File: src/fcvd_defs.svh
// Register offsets, bit positions, command codes and reset values
`ifndef FCVD_DEFS_SVH
`define FCVD_DEFS_SVH

// Register byte offsets on the bus
`define FCVD_OFF_CMD 8'h00
`define FCVD_OFF_STAT 8'h04
`define FCVD_OFF_CLKDIV 8'h08
`define FCVD_OFF_PROT 8'h0c
`define FCVD_OFF_MODE 8'h10

// Status register bit positions
`define FCVD_ST_DONE 0
`define FCVD_ST_ACC_ERR 1
`define FCVD_ST_PVIOL 2
`define FCVD_ST_DIVLD 3

// Command register: target select bit above the code byte
`define FCVD_CMD_EE_BIT 8

// Protection register bit positions
`define FCVD_PR_LOW 0
`define FCVD_PR_HIGH 1
`define FCVD_PR_OPEN 2

// Mode register bit positions
`define FCVD_MD_NORMAL 0
`define FCVD_MD_SECURED 1
`define FCVD_MD_ONCE 2

// Command codes
`define FCVD_C_EVFY_ALL 8'h01
`define FCVD_C_EVFY_BLK 8'h02
`define FCVD_C_EVFY_SEC 8'h03
`define FCVD_C_RD_ONCE 8'h04
`define FCVD_C_PROG 8'h06
`define FCVD_C_PROG_ONCE 8'h07
`define FCVD_C_ERS_ALL 8'h08
`define FCVD_C_ERS_BLK 8'h09
`define FCVD_C_ERS_SECT 8'h0a
`define FCVD_C_UNSEC 8'h0b
`define FCVD_C_BACKDOOR 8'h0c
`define FCVD_C_USR_MARG 8'h0d
`define FCVD_C_FLD_MARG 8'h0e
`define FCVD_C_EE_EVFY 8'h10
`define FCVD_C_EE_PROG 8'h11
`define FCVD_C_EE_ERS 8'h12
`define FCVD_C_PROT_OVR 8'h13

// Permission mask bits: unsecured normal, unsecured special, secured normal
`define FCVD_M_NONE 3'h0
`define FCVD_M_ALL 3'h7
`define FCVD_M_USS 3'h2
`define FCVD_M_NORM 3'h5
`define FCVD_M_UN 3'h1
`define FCVD_M_SN 3'h4

// Reset values
`define FCVD_CMD_RST 8'h00
`define FCVD_DIV_RST 7'h00
`define FCVD_PROT_RST 3'h0
`define FCVD_DAT_RST 32'h0000_0000

`endif

File: src/fcvd_pkg.sv
// Types shared by the command validity decoder files
package fcvd_pkg;

  typedef enum logic [4:0] {
    FCVD_OP_NONE, FCVD_OP_EVFY_ALL, FCVD_OP_EVFY_BLK, FCVD_OP_EVFY_SEC,
    FCVD_OP_RD_ONCE, FCVD_OP_PROG, FCVD_OP_PROG_ONCE, FCVD_OP_ERS_ALL,
    FCVD_OP_ERS_BLK, FCVD_OP_ERS_SECT, FCVD_OP_UNSEC, FCVD_OP_BACKDOOR,
    FCVD_OP_USR_MARG, FCVD_OP_FLD_MARG, FCVD_OP_EE_EVFY, FCVD_OP_EE_PROG,
    FCVD_OP_EE_ERS, FCVD_OP_PROT_OVR
  } fcvd_op_e;

  // Classic Wishbone request from the master
  typedef struct packed {
    logic cyc;
    logic stb;
    logic we;
    logic [3:0] sel;
    logic [7:0] adr;
    logic [31:0] dat;
  } fcvd_wb_req_s;

  // Launch toward the memory array sequencer
  typedef struct packed {
    logic valid;
    fcvd_op_e op;
    logic [7:0] code;
    logic eeprom;
  } fcvd_arr_req_s;

endpackage

File: src/fcvd_top.sv
// Flash command validity decoder with Wishbone register slave
`timescale 1ns/1ps
`include "fcvd_defs.svh"
module fcvd_top
(
  input wire logic clk_in,
  input wire logic resetn_in,
  input fcvd_pkg::fcvd_wb_req_s wb_req_in,
  output logic wb_ack_out,
  output logic [31:0] wb_dat_out,
  input wire logic normal_single_chip_in,
  input wire logic secured_in,
  input wire logic once_field_written_in,
  input wire logic array_done_in,
  output fcvd_pkg::fcvd_arr_req_s arr_req_out,
  output logic [6:0] nvm_clock_divider_out
);
  import fcvd_pkg::*;

  logic ack_q;
  logic [31:0] dat_q;
  logic [31:0] dat_d;
  logic [7:0] command_code_q;
  logic tgt_ee_q;
  logic command_complete_flag_q;
  logic access_error_flag_q;
  logic pviol_q;
  logic divld_q;
  logic [6:0] div_q;
  logic [2:0] pflash_protection_reg_q;
  fcvd_arr_req_s arr_q;
  fcvd_arr_req_s arr_d;

  logic acc;
  logic wr;
  logic hit_cmd;
  logic hit_stat;
  logic hit_div;
  logic hit_prot;
  logic hit_mode;
  logic idle;
  logic permitted;
  logic prog_erase;
  logic needs_prot;
  fcvd_op_e op;
  logic launch_req;
  logic bad_cmd;
  logic no_div;
  logic once_used;
  logic prot_open;
  logic prot_bad;
  logic acc_fault;
  logic go;
  logic err_set;
  logic err_clr;
  logic pv_set;
  logic pv_clr;

  // Code lookup kept apart so the table can be reviewed on its own
  fcvd_cmd_table u_table
  (
    .code_in(command_code_q),
    .normal_in(normal_single_chip_in),
    .secured_in(secured_in),
    .eeprom_in(tgt_ee_q),
    .permitted_out(permitted),
    .prog_erase_out(prog_erase),
    .needs_prot_out(needs_prot),
    .op_out(op)
  );

  // Bus access: one cycle to ack, ack forced low for a cycle after
  assign acc = wb_req_in.cyc && wb_req_in.stb && !ack_q;
  assign wr = acc && wb_req_in.we && wb_req_in.sel[0];
  assign idle = command_complete_flag_q;

  // Address decode
  always_comb
  begin
    hit_cmd = 1'b0;
    hit_stat = 1'b0;
    hit_div = 1'b0;
    hit_prot = 1'b0;
    hit_mode = 1'b0;
    if (wb_req_in.adr == `FCVD_OFF_CMD)
      hit_cmd = 1'b1;
    else if (wb_req_in.adr == `FCVD_OFF_STAT)
      hit_stat = 1'b1;
    else if (wb_req_in.adr == `FCVD_OFF_CLKDIV)
      hit_div = 1'b1;
    else if (wb_req_in.adr == `FCVD_OFF_PROT)
      hit_prot = 1'b1;
    else if (wb_req_in.adr == `FCVD_OFF_MODE)
      hit_mode = 1'b1;
  end

  // Read data; unmapped offsets answer with zero
  always_comb
  begin
    dat_d = `FCVD_DAT_RST;
    if (hit_cmd)
    begin
      dat_d[7:0] = command_code_q;
      dat_d[`FCVD_CMD_EE_BIT] = tgt_ee_q;
    end
    else if (hit_stat)
    begin
      dat_d[`FCVD_ST_DONE] = command_complete_flag_q;
      dat_d[`FCVD_ST_ACC_ERR] = access_error_flag_q;
      dat_d[`FCVD_ST_PVIOL] = pviol_q;
      dat_d[`FCVD_ST_DIVLD] = divld_q;
    end
    else if (hit_div)
      dat_d[6:0] = div_q;
    else if (hit_prot)
      dat_d[2:0] = pflash_protection_reg_q;
    else if (hit_mode)
    begin
      dat_d[`FCVD_MD_NORMAL] = normal_single_chip_in;
      dat_d[`FCVD_MD_SECURED] = secured_in;
      dat_d[`FCVD_MD_ONCE] = once_field_written_in;
    end
  end

  // Launch only from idle with no error pending; otherwise ignored
  assign launch_req = wr && hit_stat && wb_req_in.dat[`FCVD_ST_DONE] &&
                      idle && !access_error_flag_q && !pviol_q;

  // Checks made at launch
  assign bad_cmd = !permitted;
  assign no_div = prog_erase && !divld_q;
  assign once_used = (op == FCVD_OP_PROG_ONCE) && once_field_written_in;
  assign prot_open = &pflash_protection_reg_q;
  assign prot_bad = needs_prot && !prot_open;
  assign acc_fault = bad_cmd || no_div || once_used;
  assign go = launch_req && !acc_fault && !prot_bad;

  // Flag set and clear terms; a set in the clearing cycle wins
  assign err_set = launch_req && acc_fault;
  assign pv_set = launch_req && !acc_fault && prot_bad;
  assign err_clr = wr && hit_stat && wb_req_in.dat[`FCVD_ST_ACC_ERR];
  assign pv_clr = wr && hit_stat && wb_req_in.dat[`FCVD_ST_PVIOL];

  // Start strobe toward the array carries the decoded operation
  always_comb
  begin
    arr_d = arr_q;
    arr_d.valid = go;
    if (go)
    begin
      arr_d.op = op;
      arr_d.code = command_code_q;
      arr_d.eeprom = tgt_ee_q;
    end
  end

  // Bus handshake registers
  always_ff @(posedge clk_in)
  begin
    if (!resetn_in)
    begin
      ack_q <= 1'b0;
      dat_q <= `FCVD_DAT_RST;
    end
    else
    begin
      ack_q <= acc;
      dat_q <= acc ? dat_d : dat_q;
    end
  end

  // Command code and target; frozen while a command runs
  always_ff @(posedge clk_in)
  begin
    if (!resetn_in)
    begin
      command_code_q <= `FCVD_CMD_RST;
      tgt_ee_q <= 1'b0;
    end
    else if (wr && hit_cmd && idle)
    begin
      command_code_q <= wb_req_in.dat[7:0];
      tgt_ee_q <= wb_req_in.sel[1] ? wb_req_in.dat[`FCVD_CMD_EE_BIT]
                                   : tgt_ee_q;
    end
  end

  // Completion flag: cleared by a good launch, set by the array
  always_ff @(posedge clk_in)
  begin
    if (!resetn_in)
      command_complete_flag_q <= 1'b1;
    else if (go)
      command_complete_flag_q <= 1'b0;
    else if (array_done_in)
      command_complete_flag_q <= 1'b1;
  end

  // Error flags, write one to clear
  always_ff @(posedge clk_in)
  begin
    if (!resetn_in)
    begin
      access_error_flag_q <= 1'b0;
      pviol_q <= 1'b0;
    end
    else
    begin
      access_error_flag_q <= err_set || (access_error_flag_q && !err_clr);
      pviol_q <= pv_set || (pviol_q && !pv_clr);
    end
  end

  // Divider and protection; changes refused mid-command to keep timing
  always_ff @(posedge clk_in)
  begin
    if (!resetn_in)
    begin
      div_q <= `FCVD_DIV_RST;
      divld_q <= 1'b0;
      pflash_protection_reg_q <= `FCVD_PROT_RST;
    end
    else
    begin
      if (wr && hit_div && idle)
      begin
        div_q <= wb_req_in.dat[6:0];
        divld_q <= 1'b1;
      end
      if (wr && hit_prot && idle)
        pflash_protection_reg_q <= wb_req_in.dat[2:0];
    end
  end

  // Array request register
  always_ff @(posedge clk_in)
  begin
    if (!resetn_in)
      arr_q <= '{valid: 1'b0, op: FCVD_OP_NONE, code: `FCVD_CMD_RST,
                 eeprom: 1'b0};
    else
      arr_q <= arr_d;
  end

  assign wb_ack_out = ack_q;
  assign wb_dat_out = dat_q;
  assign arr_req_out = arr_q;
  assign nvm_clock_divider_out = div_q;
endmodule

File: src/fcvd_cmd_table.sv
// Command code lookup: permission by mode and security, and command class
`timescale 1ns/1ps
`include "fcvd_defs.svh"
module fcvd_cmd_table
(
  input wire logic [7:0] code_in,
  input wire logic normal_in,
  input wire logic secured_in,
  input wire logic eeprom_in,
  output logic permitted_out,
  output logic prog_erase_out,
  output logic needs_prot_out,
  output fcvd_pkg::fcvd_op_e op_out
);
  import fcvd_pkg::*;

  // Mask of states in which a code may run; zero for unknown codes
  function automatic logic [2:0] mask_of(input logic [7:0] c);
    case (c)
      `FCVD_C_ERS_ALL, `FCVD_C_UNSEC, `FCVD_C_FLD_MARG: mask_of = `FCVD_M_USS;
      `FCVD_C_BACKDOOR, `FCVD_C_PROT_OVR: mask_of = `FCVD_M_NORM;
      `FCVD_C_EVFY_ALL, `FCVD_C_EVFY_BLK, `FCVD_C_EVFY_SEC, `FCVD_C_RD_ONCE,
      `FCVD_C_PROG, `FCVD_C_PROG_ONCE, `FCVD_C_ERS_BLK, `FCVD_C_ERS_SECT,
      `FCVD_C_USR_MARG, `FCVD_C_EE_EVFY, `FCVD_C_EE_PROG,
      `FCVD_C_EE_ERS: mask_of = `FCVD_M_ALL;
      default: mask_of = `FCVD_M_NONE;
    endcase
  endfunction

  // Operation each code starts in the array
  function automatic fcvd_op_e op_of(input logic [7:0] c);
    case (c)
      `FCVD_C_EVFY_ALL: op_of = FCVD_OP_EVFY_ALL;
      `FCVD_C_EVFY_BLK: op_of = FCVD_OP_EVFY_BLK;
      `FCVD_C_EVFY_SEC: op_of = FCVD_OP_EVFY_SEC;
      `FCVD_C_RD_ONCE: op_of = FCVD_OP_RD_ONCE;
      `FCVD_C_PROG: op_of = FCVD_OP_PROG;
      `FCVD_C_PROG_ONCE: op_of = FCVD_OP_PROG_ONCE;
      `FCVD_C_ERS_ALL: op_of = FCVD_OP_ERS_ALL;
      `FCVD_C_ERS_BLK: op_of = FCVD_OP_ERS_BLK;
      `FCVD_C_ERS_SECT: op_of = FCVD_OP_ERS_SECT;
      `FCVD_C_UNSEC: op_of = FCVD_OP_UNSEC;
      `FCVD_C_BACKDOOR: op_of = FCVD_OP_BACKDOOR;
      `FCVD_C_USR_MARG: op_of = FCVD_OP_USR_MARG;
      `FCVD_C_FLD_MARG: op_of = FCVD_OP_FLD_MARG;
      `FCVD_C_EE_EVFY: op_of = FCVD_OP_EE_EVFY;
      `FCVD_C_EE_PROG: op_of = FCVD_OP_EE_PROG;
      `FCVD_C_EE_ERS: op_of = FCVD_OP_EE_ERS;
      `FCVD_C_PROT_OVR: op_of = FCVD_OP_PROT_OVR;
      default: op_of = FCVD_OP_NONE;
    endcase
  endfunction

  logic [2:0] mask;
  logic [2:0] state_bit;

  // One-hot of the current state; secured special selects nothing
  assign state_bit = secured_in ? (normal_in ? `FCVD_M_SN : `FCVD_M_NONE)
                                : (normal_in ? `FCVD_M_UN : `FCVD_M_USS);
  assign mask = mask_of(code_in);
  assign permitted_out = |(mask & state_bit);
  assign op_out = op_of(code_in);

  // Program and erase commands need the divider written first
  assign prog_erase_out = (op_out == FCVD_OP_PROG) ||
                          (op_out == FCVD_OP_PROG_ONCE) ||
                          (op_out == FCVD_OP_ERS_ALL) ||
                          (op_out == FCVD_OP_ERS_BLK) ||
                          (op_out == FCVD_OP_ERS_SECT) ||
                          (op_out == FCVD_OP_UNSEC) ||
                          (op_out == FCVD_OP_EE_PROG) ||
                          (op_out == FCVD_OP_EE_ERS);

  // Mass erase and a full program-flash block erase need open protection
  assign needs_prot_out = (op_out == FCVD_OP_ERS_ALL) ||
                          ((op_out == FCVD_OP_ERS_BLK) && !eeprom_in);
endmodule

File: config.mk
export PLATFORM = sky130hd
export DESIGN_NAME = fcvd_top
export DESIGN_NICKNAME = d
export VERILOG_FILES = /design/src/fcvd_pkg.sv /design/src/fcvd_top.sv /design/src/fcvd_cmd_table.sv
export VERILOG_INCLUDE_DIRS = /design/src
export SDC_FILE = /design/constraint.sdc
export NUM_CORES = 1
export LEC_CHECK = 0
export BUFFER_PORTS_ARGS = -buffer_cell sky130_fd_sc_hd__buf_4
export CORE_UTILIZATION = 40
export CTS_BUF_LIST = sky130_fd_sc_hd__clkbuf_4 sky130_fd_sc_hd__clkbuf_8
export CTS_CLUSTER_SIZE = 24
export DETAILED_ROUTE_END_ITERATION = 12
export HOLD_SLACK_MARGIN = 0.1
export PLACE_DENSITY = 0.68
export SKIP_LAST_GASP = 1
export SYNTH_ARGS = -nofsm -noshare
export SYNTH_HDL_FRONTEND = slang
export SYNTH_SLANG_ARGS = --single-unit
File: constraint.sdc
create_clock -name clk_in -period 4.3 [get_ports clk_in]
set_input_delay 0.43 -clock clk_in [delete_from_list [all_inputs] [get_ports clk_in]]
set_output_delay 0.43 -clock clk_in [all_outputs]
set_load 0.02 [all_outputs]
==> impl_results.md, run 1 <==
- Nets@finish: between 400 and 500
- Number of top-level design ports: approximately 110
- Initial antenna violation count: 0
- Power per cell area: 291 nW/µm²
- Compound-gate portion of the synthesized area: 14.9%
- Post-placement worst setup slack: approximately 1.2 ns
- Overall power of the completed layout: 949 µW
- Number of buffers added by the clock tree synthesis step: 5
- CP Data Required Time: 4.53 ns
- Adder-Cell Fraction of Synth Area: 2.27%
- Setup TNS: 0 ns
- Transition time at the pin with the least slew margin: 0.750 ns
- Core Rows: 29
- Global-route wire length before repair: 10900 µm
- Post-Syn Instances: 325
- Share of post-route cells with drive strength above 1: 22.4%
- Number of global-route vias before repair: 2253
- Path category of the worst min-delay check: input pin to register
- Via density: about 5.5
- Number of sinks on the clock net: 55
- Combinational family with the most area after synthesis: simple AND/OR/NAND/NOR gates
- Placed instance count: ~450
- Buffers added on ports: 59
- Most area-consuming cells after synthesis: sky130_fd_sc_hd__dfxtp_1, sky130_fd_sc_hd__mux2i_1, sky130_fd_sc_hd__buf_4
- DRT Pass-1 Iters: 9
- Worst max-slew margin expressed relative to the limit: around half
- Post-CTS repair timing setup buffer count: 0
- Post-layout util: 50.2%
- Primary flip-flop cell chosen by synthesis mapping: sky130_fd_sc_hd__dfxtp_1
- Largest net degree at the start of global routing: 38
- Number of enable flip-flop cells after synthesis: 0
- Starting utilization of the core area: a little over two fifths
- Die Outline Area: 7210 µm²
- Fraction of the cycle the final worst path needs: 65.8%
- Worst reg2reg setup slack: around 1.5 ns
- Result of the run: complete, but fails checks
- GR Util All Layers: between 10% and 20%
- Highest Clock Rate: 353 MHz
- Leak pwr: roughly 0.0015 µW
- Gpl congestion: 0.933
- Critical Path Fanout Max: 13
- Final hold violation count: 0
- Synthesis warning total: 0
- Post-synth ARST share: 0%
- Core Box Area: around 6500 µm²
- Share of cell area taken by muxes after synthesis: 8.32%
- Wire length after detailed routing: 6700 µm
- Number of distinct library cell variants in the gate-level netlist after synthesis: 55
- Maximum count of clock buffers along a single path: 2
- IR Drop Worst-Case VDD: 203 µV
- Layout overhead on the synthesized area: 18.6%
- Final Max Slew Viols: 0
- Die Y-Extent: 84.9 µm
- Unrepaired setup endpoints after global routing: no
- Netlist area before placement: between 2000 and 3000 µm²
- Post-route DRC violation count: 8
- Clock Skews: 0.00628 ns
- Area share of xor/xnor cells in the synthesized design: 0%
- CP startpoint kind: register
- Number of standard cells in the final layout excluding fillers: 456
- Die X: 84.9 µm
- Vias: approximately 2500
- Data arrival time at the worst-slack endpoint: just over 3 ns
- Violated checks: design-rule violations
- Sequential fraction of the synthesis area: 40.0%
- GRT overflow: 0
- Max Cap Viol: 0
- Post-synth top area share: 40.0%
- TritonCTS clock tree: done
- Worst setup path category: register to register
- Minimum period implied by the final worst setup slack: 2.83 ns
- Worst Setup Slack, final: 1.47 ns
- Clock slew at the register clock pins of the worst setup and hold paths: around 0.10 ns
- Inserted Diodes: 0
- Antenna-violating nets left: 0
- Clock root buffer master: sky130_fd_sc_hd__clkbuf_8
- Post-CTS sizing: 0
- Detailed placement HPWL: 5010 µm
- Violation count after the first detailed-route iteration: 203
- Synthesized area per cell: 8.47 µm²
- Clock Latency Late Sink: 0.31 ns
- Average wire per standard cell: between 10 and 15 µm
- Final setup violating endpoints: 0
- Synthesized flop and latch total: 55
- Post-synthesis share of cell area spent on and, or, nand and nor gates: 23.7%
- Cts-stage hold buffer count: 0
- Endpoint class of the critical path: register
- Number of levels the H-tree was split into: 2
- Dominant cell type by area after synthesis: sky130_fd_sc_hd__dfxtp_1
==> logic make-up after synthesis <==
| family | Yosys count |
|---|---|
| AO/OA/AOI/OAI | 62 |
| adder cells (fa/ha/maj) | 5 |
| buffers and inverters | 49 |
| flip-flops | 55 |
| multiplexers | 22 |
| other | 1 |
| AND/OR/NAND/NOR | 131 |
==> metrics by stage <==
stage / cell area, µm² / hold WS, ns
2_1_floorplan: 2830 / 0.446
6_report: 3260 / 0.335
3_5_place_dp: 3150 / 0.453
4_1_cts: 3260 / 0.332
3_3_place_gp: 3150 / 0.444
5_1_grt: 3260 / 0.365
==> metal layers <==
layer | vias to the layer above | wire (µm) | track usage, %
li1 | 1216 | - | -
met1 | 1163 | 3170 | 27.0
met2 | 102 | 3020 | 30.2
met3 | 6 | 449 | 3.79
met4 | 0 | 57 | 5.08
met5 | - | 0 | 0
==> synth_stat cells (2+ instances only) <==
cell type,number
sky130_fd_sc_hd__clkbuf_1,8
sky130_fd_sc_hd__a31oi_1,3
sky130_fd_sc_hd__nor2_1,32
sky130_fd_sc_hd__buf_1,2
sky130_fd_sc_hd__buf_6,2
sky130_fd_sc_hd__nand2_1,33
sky130_fd_sc_hd__a221oi_1,4
sky130_fd_sc_hd__or2_2,2
sky130_fd_sc_hd__dfxtp_1,55
sky130_fd_sc_hd__nor3_1,11
sky130_fd_sc_hd__o21a_1,2
sky130_fd_sc_hd__or4_1,2
sky130_fd_sc_hd__a22oi_1,2
sky130_fd_sc_hd__buf_2,3
sky130_fd_sc_hd__mux2i_1,18
sky130_fd_sc_hd__nand4_1,2
sky130_fd_sc_hd__and3_2,3
sky130_fd_sc_hd__mux2_2,3
sky130_fd_sc_hd__nand2b_1,2
sky130_fd_sc_hd__a21oi_1,9
sky130_fd_sc_hd__nand3_1,26
sky130_fd_sc_hd__o2111ai_1,2
sky130_fd_sc_hd__o221ai_1,4
sky130_fd_sc_hd__and3_1,5
sky130_fd_sc_hd__a21boi_0,2
sky130_fd_sc_hd__buf_4,23
sky130_fd_sc_hd__nor4_1,3
sky130_fd_sc_hd__o21ai_0,23
sky130_fd_sc_hd__inv_1,9
sky130_fd_sc_hd__ha_1,5
==> critical path, stage by stage, from the launching register on <==
cell	delay, ns
sky130_fd_sc_hd__dfxtp_1	0.33
sky130_fd_sc_hd__nand3b_1	0.52
sky130_fd_sc_hd__nor4_4	0.41
sky130_fd_sc_hd__mux2i_1	0.52
sky130_fd_sc_hd__inv_1	0.13
sky130_fd_sc_hd__ha_1	0.37
sky130_fd_sc_hd__o32a_1	0.36
sky130_fd_sc_hd__o32ai_1	0.11
==> power breakdown <==
part           internal [µW]  leakage, µW  switching, µW
combinational           26.4     0.000952           52.9
clock                    183    0.0000592            173
sequential               512     0.000444           1.63
==> layout by cell type (no fill, tap or decap), types with 2 or more instances in the layout <==
master                       n
sky130_fd_sc_hd__nand4_1     2
sky130_fd_sc_hd__nor3_1     11
sky130_fd_sc_hd__ha_1        5
sky130_fd_sc_hd__and3_2      3
sky130_fd_sc_hd__a31oi_1     3
sky130_fd_sc_hd__buf_4      62
sky130_fd_sc_hd__nand2b_1    2
sky130_fd_sc_hd__dfxtp_1    55
sky130_fd_sc_hd__a21boi_0    2
sky130_fd_sc_hd__inv_1       9
sky130_fd_sc_hd__o2111ai_1   2
sky130_fd_sc_hd__mux2_2      3
sky130_fd_sc_hd__o21ai_0    23
sky130_fd_sc_hd__or2_2       2
sky130_fd_sc_hd__or4_1       2
sky130_fd_sc_hd__a22oi_1     2
sky130_fd_sc_hd__conb_1     23
sky130_fd_sc_hd__nand3_1    26
sky130_fd_sc_hd__a221oi_1    4
sky130_fd_sc_hd__clkbuf_8    5
sky130_fd_sc_hd__mux2i_1    18
sky130_fd_sc_hd__nor4_1      3
sky130_fd_sc_hd__nand2_1    33
sky130_fd_sc_hd__and3_1      5
sky130_fd_sc_hd__a21oi_1     9
sky130_fd_sc_hd__nor2_1     32
sky130_fd_sc_hd__o221ai_1    4
sky130_fd_sc_hd__o21a_1      2
==> worst paths after layout <==
| path | startpoint | endpoint | cells past startpoint |
|---|---|---|---|
| worst min register to register | wb_dat_out[2]$_SDFFE_PN0P_ | wb_dat_out[2]$_SDFFE_PN0P_ | 2 |
| worst max register to register | wb_ack_out$_SDFF_PN0_ | register | 7 |
| worst min-delay path | array_done_in | command_complete_flag_q$_SDFFE_PN1P_ | 3 |
| worst max-delay path | wb_ack_out$_SDFF_PN0_ | register | 7 |
==> cell type report <==
type	instances	area, µm²
Clock inverter	2	38.8
Multi-Input combinational cell	243	1440
Inverter	11	43.8
Tap cell	77	96.3
Sequential cell	55	1100
Timing Repair Buffer	62	465
Fill cell	644	3230
Clock buffer	6	76.3
No activity file was read; power rests on OpenSTA's default activity.
==> run 2, diff against run 1 <==
- clock period: 4.3 -> 2.9 ns (I/O delays scaled with it)
==> run 2 against run 1 <==
  * Via count fell by 1.8%
  * Worst hold slack lost 0.14 ns
  * Count of clock-buffer cells in the layout down 1
  * Global-route usage increased by 0.15 points
  * Sequential share of layout area shrank 0.68 points
  * Clock skew grew 0.0079 ns
  * The flow still finishes with violations (design-rule violations)
  * Worst setup slack worse by 1.0 ns
==> impl_results.md, run 2 (synthesis results as in run 1) <==
- Max Cap Viol: 0 (unchanged)
- Post-route DRC violation count: 8 (unchanged)
- Most frequent standard cell in the layout excluding fill and tap cells: sky130_fd_sc_hd__buf_4
- Worst setup path category: input pin to register
- Buffers added on ports: 59 (unchanged)
- Count of fill cells added during filler insertion: 650 (+0.93%)
- Path category of the worst min-delay check: input pin to register
- Number of top-level design ports: 108 (unchanged)
- Via density: 5.25 (-3.7%)
- Cts-stage hold buffer count: 0 (unchanged)
- Endpoint class of the critical path: register
- Maximum single-stage delay on the critical path: 0.61 ns (+0.09 ns)
- Wire length after detailed routing: 6700 µm (about the same)
- Average wire per standard cell: 14.4 µm (-2.0%)
- Clock slew at the register clock pins of the worst setup and hold paths: 0.11 ns (about the same)
- Final Max Slew Viols: 0 (unchanged)
- Power per cell area: 421 nW/µm² (+45%)
- Final setup violating endpoints: 0 (unchanged)
- Clock Skews: 0.0142 ns (+0.00789 ns)
- CP Launch Point: wb_req_in[33]
- TritonCTS clock tree: done
- Top layer in use: met4
- Worst hold slack after final layout: 0.192 ns (-0.143 ns)
- Leading cell types in the layout, fill and taps excluded: sky130_fd_sc_hd__buf_4, sky130_fd_sc_hd__dfxtp_1, sky130_fd_sc_hd__nand2_1
- Post-CTS repair timing setup buffer count: 0 (unchanged)
- Finished Cell Area: 3330 µm² (+2.1%)
- Core Rows: 29 (unchanged)
- Fraction of the cycle the final worst path needs: between 80% and 90%
- Total placed instance area: 3220 µm² (+2.1%)
- CP Data Required Time: 3.14 ns (-1.39 ns)
- Core Box Area: 6490 µm² (unchanged)
- Maximum count of clock buffers along a single path: 2 (unchanged)
- Number of standard cells in the final layout excluding fillers: 465 (+2.0%)
- Gpl congestion: 0.921 (-1.3%)
- DRT Pass-1 Iters: 8 (-1)
- Violation count after the first detailed-route iteration: 164 (-19%)
- Number of buffers added by the clock tree synthesis step: 5 (unchanged)
- Worst path most repeated cell: sky130_fd_sc_hd__buf_4
- Met2 Wirelength: 3030 µm (+0.13%)
- Nets@finish: 445 (+2.1%)
- Antenna-violating nets left: 0 (unchanged)
- Ordered cell list for the critical path: buf_4 -> or4_1 -> nor4_4 -> buf_4 -> mux2i_1 -> inv_1 -> ha_1 -> o32a_1 -> o32ai_1
- Worst reg2reg setup slack: 0.66 ns (-0.81 ns)
- Starting utilization of the core area: 42.4% (unchanged)
- Data arrival time at the worst-slack endpoint: 2.66 ns (-0.40 ns)
- Setup TNS: 0 ns (unchanged)
- Worst max-slew margin expressed relative to the limit: 50.3% (+0.74 points)
- Layout overhead on the synthesized area: 21.1%
- Result of the run: complete, but fails checks
- Largest net degree at the start of global routing: 28 (-26%)
- Number of cells traversed by the worst register-to-register path: 8 (+1)
- Slowest CP cell: sky130_fd_sc_hd__or4_1
- Unrepaired setup endpoints after global routing: no
- Die X: 84.9 µm (unchanged)
- Vias: 2443 (-1.8%)
- Highest Clock Rate: ~410 MHz
- Critical Path Fanout Max: 6 (-7)
- CP startpoint kind: input pin
- IR Drop Worst-Case VDD: 291 µV (+43%)
- Final hold violation count: 0 (unchanged)
- Reg-to-reg startpoint: wb_ack_out$_SDFF_PN0_
- Met3 layer wire length in the routed design: 373 µm (-17%)
- Global-route wire length before repair: 11000 µm (+0.88%)
- Leak pwr: 0.00149 µW (+2.7%)
- Clock Latency Late Sink: 0.32 ns (about the same)
- Transition time at the pin with the least slew margin: 0.739 ns (-0.0111 ns)
- Initial antenna violation count: 0 (unchanged)
- Inserted Diodes: 0 (unchanged)
- Violated checks: design-rule violations
- Detailed placement HPWL: 5200 µm (+3.9%)
- Number of levels the H-tree was split into: 2 (unchanged)
- Share of post-route cells with drive strength above 1: 24.2% (+1.8 points)
- Die Outline Area: 7210 µm² (unchanged)
- GRT overflow: 0 (unchanged)
- Number of sinks on the clock net: 55 (unchanged)
- Post-CTS sizing: 0 (unchanged)
- Minimum period implied by the final worst setup slack: 2.43 ns
- Placed instance count: 457 (+2.0%)
- Wire length on met1: 3220 µm (+1.7%)
- GR Util All Layers: 19.3% (+0.15 points)
- Die Y-Extent: 84.9 µm (unchanged)
- Number of global-route vias before repair: 2270 (+0.75%)
- Clock root buffer master: sky130_fd_sc_hd__clkbuf_8
[run 2: cell type report]
class | count | area (µm²) | share of cell area (%)
Clock inverter | 3 | 46.3 | 1.39
Inverter | 11 | 43.8 | 1.31
Clock buffer | 5 | 68.8 | 2.07
Tap cell | 77 | 96.3 | 2.89
Sequential cell | 55 | 1100 | 33.1
Multi-Input combinational cell | 243 | 1440 | 43.3
Timing Repair Buffer | 71 | 533 | 16.0
[run 2: worst min-delay path by stage]
stage	start	to	slack, ns	cells after the start
finish	array_done_in	command_complete_flag_q$_SDFFE_PN1P_	0.19	3
global route	array_done_in	command_complete_flag_q$_SDFFE_PN1P_	0.21	3
CTS	array_done_in	command_complete_flag_q$_SDFFE_PN1P_	0.18	3
detailed placement	wb_dat_out[8]$_SDFFE_PN0P_	wb_dat_out[8]$_SDFFE_PN0P_	0.45	2
global placement	wb_dat_out[7]$_SDFFE_PN0P_	wb_dat_out[7]$_SDFFE_PN0P_	0.44	2
floorplan	array_done_in	command_complete_flag_q$_SDFFE_PN1P_	0.42	2
[run 2: where the power goes]
part	switching [µW]	internal [µW]
Clock	259	260
Sequential	2.48	759
Combinational	79.1	42.1
Total	340	1060
[run 2: through the flow]
stage               utilization [%]  worst slack, ns  total power [µW]
finish                         51.3            0.472              1400
floorplan                         -            0.163               870
global placement               49.5            0.147               899
detailed placement             49.5            0.152               900
CTS                            51.3            0.491              1420
global route                   51.3            0.304              1450
[run 2: routing by layer]
metal	GRT usage, %	up-vias
li1	-	1229
met5	0	-
met4	5.24	0
met3	3.02	7
met1	27.0	1127
met2	31.1	80
[run 2: critical path: cells and delay by family]
| family | cells | cell delay, ns |
|---|---|---|
| AOI/OAI and AO/OA | 2 | 0.47 |
| adders and majority gates | 1 | 0.36 |
| buffers and inverters | 3 | 0.40 |
| muxes | 1 | 0.25 |
| and+or+nand+nor | 2 | 0.89 |
==> run 3, diff against run 2 <==
- ABC_AREA: default -> 1
- PLACE_DENSITY: 0.68 -> 0.7
- clock period: 2.9 -> 2.2 ns (I/O delays scaled with it)
==> run 3 against run 2 <==
  * The run now ends clean
  * Synthesized cell count is 30% higher
  * Via count is 10% higher
  * Worst hold slack worse by 0.058 ns
  * Worst setup slack worse by 0.32 ns
  * Sequential share of layout area is 1.7 points lower
  * Die area is 5.6% higher
  * Largest cell class unchanged
  * Total power is 25% higher
==> impl_results.md, run 3 <==
- Result of the run: finished, final reports clean
- Detailed placement HPWL: 5120 µm (-1.6%)
- Post-synth ARST share: 0% (unchanged)
- IR Drop Worst-Case VDD: 273 µV (-6.3%)
- Starting utilization of the core area: 42.1% (-0.24 points)
- Final hold violation count: 0 (unchanged)
- Number of global-route vias before repair: 2379 (+4.8%)
- Net switching power figure: 449 µW (+32%)
- GRT overflow: 0 (unchanged)
- Internal Pwr Total: 1300 µW (+23%)
- Number of buffers added by the clock tree synthesis step: 5 (unchanged)
- Core Box Area: 6910 µm² (+6.3%)
- Worst reg2reg setup slack: 0.16 ns (-0.50 ns)
- Most frequent standard cell in the layout excluding fill and tap cells: sky130_fd_sc_hd__nand2_1
- Number of top-level design ports: 108 (unchanged)
- Placed instance count: 573 (+25%)
- Antenna-violating nets left: 0 (unchanged)
- Clock Skews: 0.0120 ns (-0.00216 ns)
- Dominant cell by count in the synthesized netlist: sky130_fd_sc_hd__nand2_1
- Switching share of power: 25.6% (+1.4 points)
- CP Data Required Time: 2.40 ns (-0.74 ns)
- Overall power of the completed layout: 1750 µW (+25%)
- Number of standard cells in the final layout excluding fillers: 584 (+26%)
- Die X: 87.3 µm (+2.8%)
- Number of distinct library cell variants in the gate-level netlist after synthesis: 33 (-40%)
- Number of cells traversed by the worst register-to-register path: 15 (+7)
- Clock root buffer master: sky130_fd_sc_hd__clkbuf_8
- Wire length after detailed routing: 6630 µm (-0.91%)
- Minimum period implied by the final worst setup slack: 2.04 ns
- CP startpoint kind: register
- Most area-consuming cells after synthesis: sky130_fd_sc_hd__dfxtp_1, sky130_fd_sc_hd__nand2_1, sky130_fd_sc_hd__nor2_1
- Max Cap Viol: 0 (unchanged)
- Average wire per standard cell: 11.4 µm (-21%)
- Via density: 4.62 (-12%)
- Layout overhead on the synthesized area: 20.6%
- Sequential fraction of the synthesis area: 37.8% (-2.2 points)
- CP Launch Point: wb_ack_out$_SDFF_PN0_
- Power per cell area: 500 nW/µm² (+19%)
- GR Util All Layers: 18.2% (-1.2 points)
- Critical Path Fanout Max: 8 (+2)
- Part of the total power dissipated in the clock network: 33.2% (-3.8 points)
- Commonest cells in the netlist: sky130_fd_sc_hd__nand2_1, sky130_fd_sc_hd__nor2_1, sky130_fd_sc_hd__inv_1, sky130_fd_sc_hd__dfxtp_1, sky130_fd_sc_hd__a21oi_1
- Maximum count of clock buffers along a single path: 2 (unchanged)
- Die Outline Area: 7620 µm² (+5.6%)
- Violation count after the first detailed-route iteration: 106 (-35%)
- Combinational cell fraction of total power: 9.3% (+0.6 points)
- Final setup violating endpoints: 0 (unchanged)
- Synthesized area per cell: 6.91 µm² (-18%)
- Reg-to-reg startpoint: wb_ack_out$_SDFF_PN0_
- Clock Latency Late Sink: 0.31 ns (about the same)
- Highest Clock Rate: 489 MHz
- Post-route DRC violation count: 0 (-8)
- Inserted Diodes: 0 (unchanged)
- Data arrival time at the worst-slack endpoint: 2.25 ns (-0.41 ns)
- Worst setup path category: register to register
- Clock slew at the register clock pins of the worst setup and hold paths: 0.10 ns (about the same)
- Vias: 2696 (+10%)
- Part of the total power dissipated in sequential elements: 57.4% (+3.1 points)
- Path category of the worst min-delay check: input pin to register
- TritonCTS clock tree: done
- DRT Pass-1 Iters: 4 (-4)
- Post-synth top area share: 37.8% (-2.2 points)
- Synthesis warning total: 0 (unchanged)
- Netlist area before placement: 2910 µm² (+5.7%)
- Buffers added on ports: 59 (unchanged)
- Number of levels the H-tree was split into: 2 (unchanged)
- Dominant cell type by area after synthesis: sky130_fd_sc_hd__dfxtp_1
- Number of sinks on the clock net: 55 (unchanged)
- Initial antenna violation count: 0 (unchanged)
- Post-layout util: 50.8% (-0.50 points)
- Share of post-route cells with drive strength above 1: 21.1% (-3.1 points)
- Synthesized flop and latch total: 55 (unchanged)
- Primary flip-flop cell chosen by synthesis mapping: sky130_fd_sc_hd__dfxtp_1
- Count of fill cells added during filler insertion: 721 (+11%)
- Final Max Slew Viols: 0 (unchanged)
- Fraction of the cycle the final worst path needs: about 93%
- Global-route wire length before repair: 10900 µm (-1.3%)
- Die Y-Extent: 87.3 µm (+2.8%)
- Leading cell types in the layout, fill and taps excluded: sky130_fd_sc_hd__nand2_1, sky130_fd_sc_hd__buf_4, sky130_fd_sc_hd__nor2_1
- Number of enable flip-flop cells after synthesis: 0 (unchanged)
- Core Rows: 30 (+3.4%)
- Nets@finish: 545 (+22%)
- Setup TNS: 0 ns (unchanged)
- Post-Syn Instances: 421 (+30%)
- Leak pwr: 0.00171 µW (+14%)
- Largest net degree at the start of global routing: 24 (-14%)
- Gpl congestion: 0.921 (about the same)
- Endpoint class of the critical path: register
run 3: cell types whose count changed in the layout (fill, tap and decap cells not counted), moves of 6 or more:
cell / change
sky130_fd_sc_hd__a21oi_1: +18
sky130_fd_sc_hd__inv_1: +49
sky130_fd_sc_hd__mux2i_1: -18
sky130_fd_sc_hd__nand2_1: +57
sky130_fd_sc_hd__nand3_1: -10
sky130_fd_sc_hd__nor2_1: +32
sky130_fd_sc_hd__nor3_1: -6
run 3: worst max-delay path, stage by stage, from the launching register on:
cell and delay [ns]:
sky130_fd_sc_hd__dfxtp_1 0.32, sky130_fd_sc_hd__inv_1 0.06, sky130_fd_sc_hd__nand3_2 0.09, sky130_fd_sc_hd__nor2_4 0.15, sky130_fd_sc_hd__nand3_4 0.14, sky130_fd_sc_hd__inv_4 0.10
sky130_fd_sc_hd__nor2_1 0.06, sky130_fd_sc_hd__nor3_2 0.23, sky130_fd_sc_hd__inv_1 0.09, sky130_fd_sc_hd__ha_1 0.30, sky130_fd_sc_hd__inv_1 0.07, sky130_fd_sc_hd__nand2_1 0.08
sky130_fd_sc_hd__nand3_1 0.08, sky130_fd_sc_hd__nand2_1 0.05, sky130_fd_sc_hd__nand2_1 0.06, sky130_fd_sc_hd__nand2_1 0.05
run 3: worst min path at each step:
stage | start | end | cells past startpoint | slack [ns]
after floorplan | wb_req_in[3] | nvm_clock_divider_out[3]$_SDFFE_PN0P_ | 2 | 0.35
after global placement | arr_req_out[6]$_SDFFE_PN0P_ | arr_req_out[6]$_SDFFE_PN0P_ | 2 | 0.43
after detailed placement | arr_req_out[6]$_SDFFE_PN0P_ | arr_req_out[6]$_SDFFE_PN0P_ | 2 | 0.44
after CTS | wb_req_in[5] | nvm_clock_divider_out[5]$_SDFFE_PN0P_ | 3 | 0.13
after global routing | wb_req_in[5] | nvm_clock_divider_out[5]$_SDFFE_PN0P_ | 3 | 0.13
final | wb_req_in[5] | nvm_clock_divider_out[5]$_SDFFE_PN0P_ | 3 | 0.13
run 3: final cells by class:
cell class	count	area [µm²]	area share (%)
multi-input combinational	293	1430	40.8
sequential	55	1100	31.4
timing repair buffer	70	526	15.0
inverter	62	238	6.78
tap	96	120	3.42
clock buffer	6	76.3	2.18
clock inverter	2	16.3	0.464
run 3: timing repair:
action | CTS | global route
resized for setup | 0 | 2
endpoints found under the setup margin | 0 | 4
setup buffers | 0 | 3
hold buffers | 0 | 0
run 3: layer usage:
metal	wire (µm)	track usage, %	up-vias
li1	-	-	1408
met1	3070	23.2	1214
met2	3200	30.6	67
met3	283	2.94	7
met4	82	7.15	0
met5	0	0	-
run 3: kinds of logic (layout without fill, tap and decap cells):
group / Yosys count / in the layout / synth area share, %
AND/OR/NAND/NOR: 201 / 201 / 31.6
other: 1 / 23 / 0.129
buffers and inverters: 95 / 140 / 16.0
adder cells (fa/ha/maj): 5 / 5 / 2.15
AO/OA/AOI/OAI: 64 / 64 / 12.3
flip-flops: 55 / 55 / 37.8
run 3: power by group through the flow:
stage | Combinational [µW] | Sequential, µW | Clock [µW]
finish | 164 | 1010 | 582
global route | 179 | 1010 | 640
CTS | 162 | 1010 | 599
detailed placement | 162 | 1030 | 0
global placement | 161 | 1030 | 0
floorplan | 112 | 1040 | 0
run 3: stage by stage:
step	hold slack [ns]	setup WS, ns	area, µm²
after floorplan	0.355	0.147	2990
after global placement	0.428	0.107	3390
after detailed placement	0.436	0.0551	3390
after CTS	0.129	0.149	3480
after global routing	0.131	-0.00692	3510
final	0.134	0.156	3510
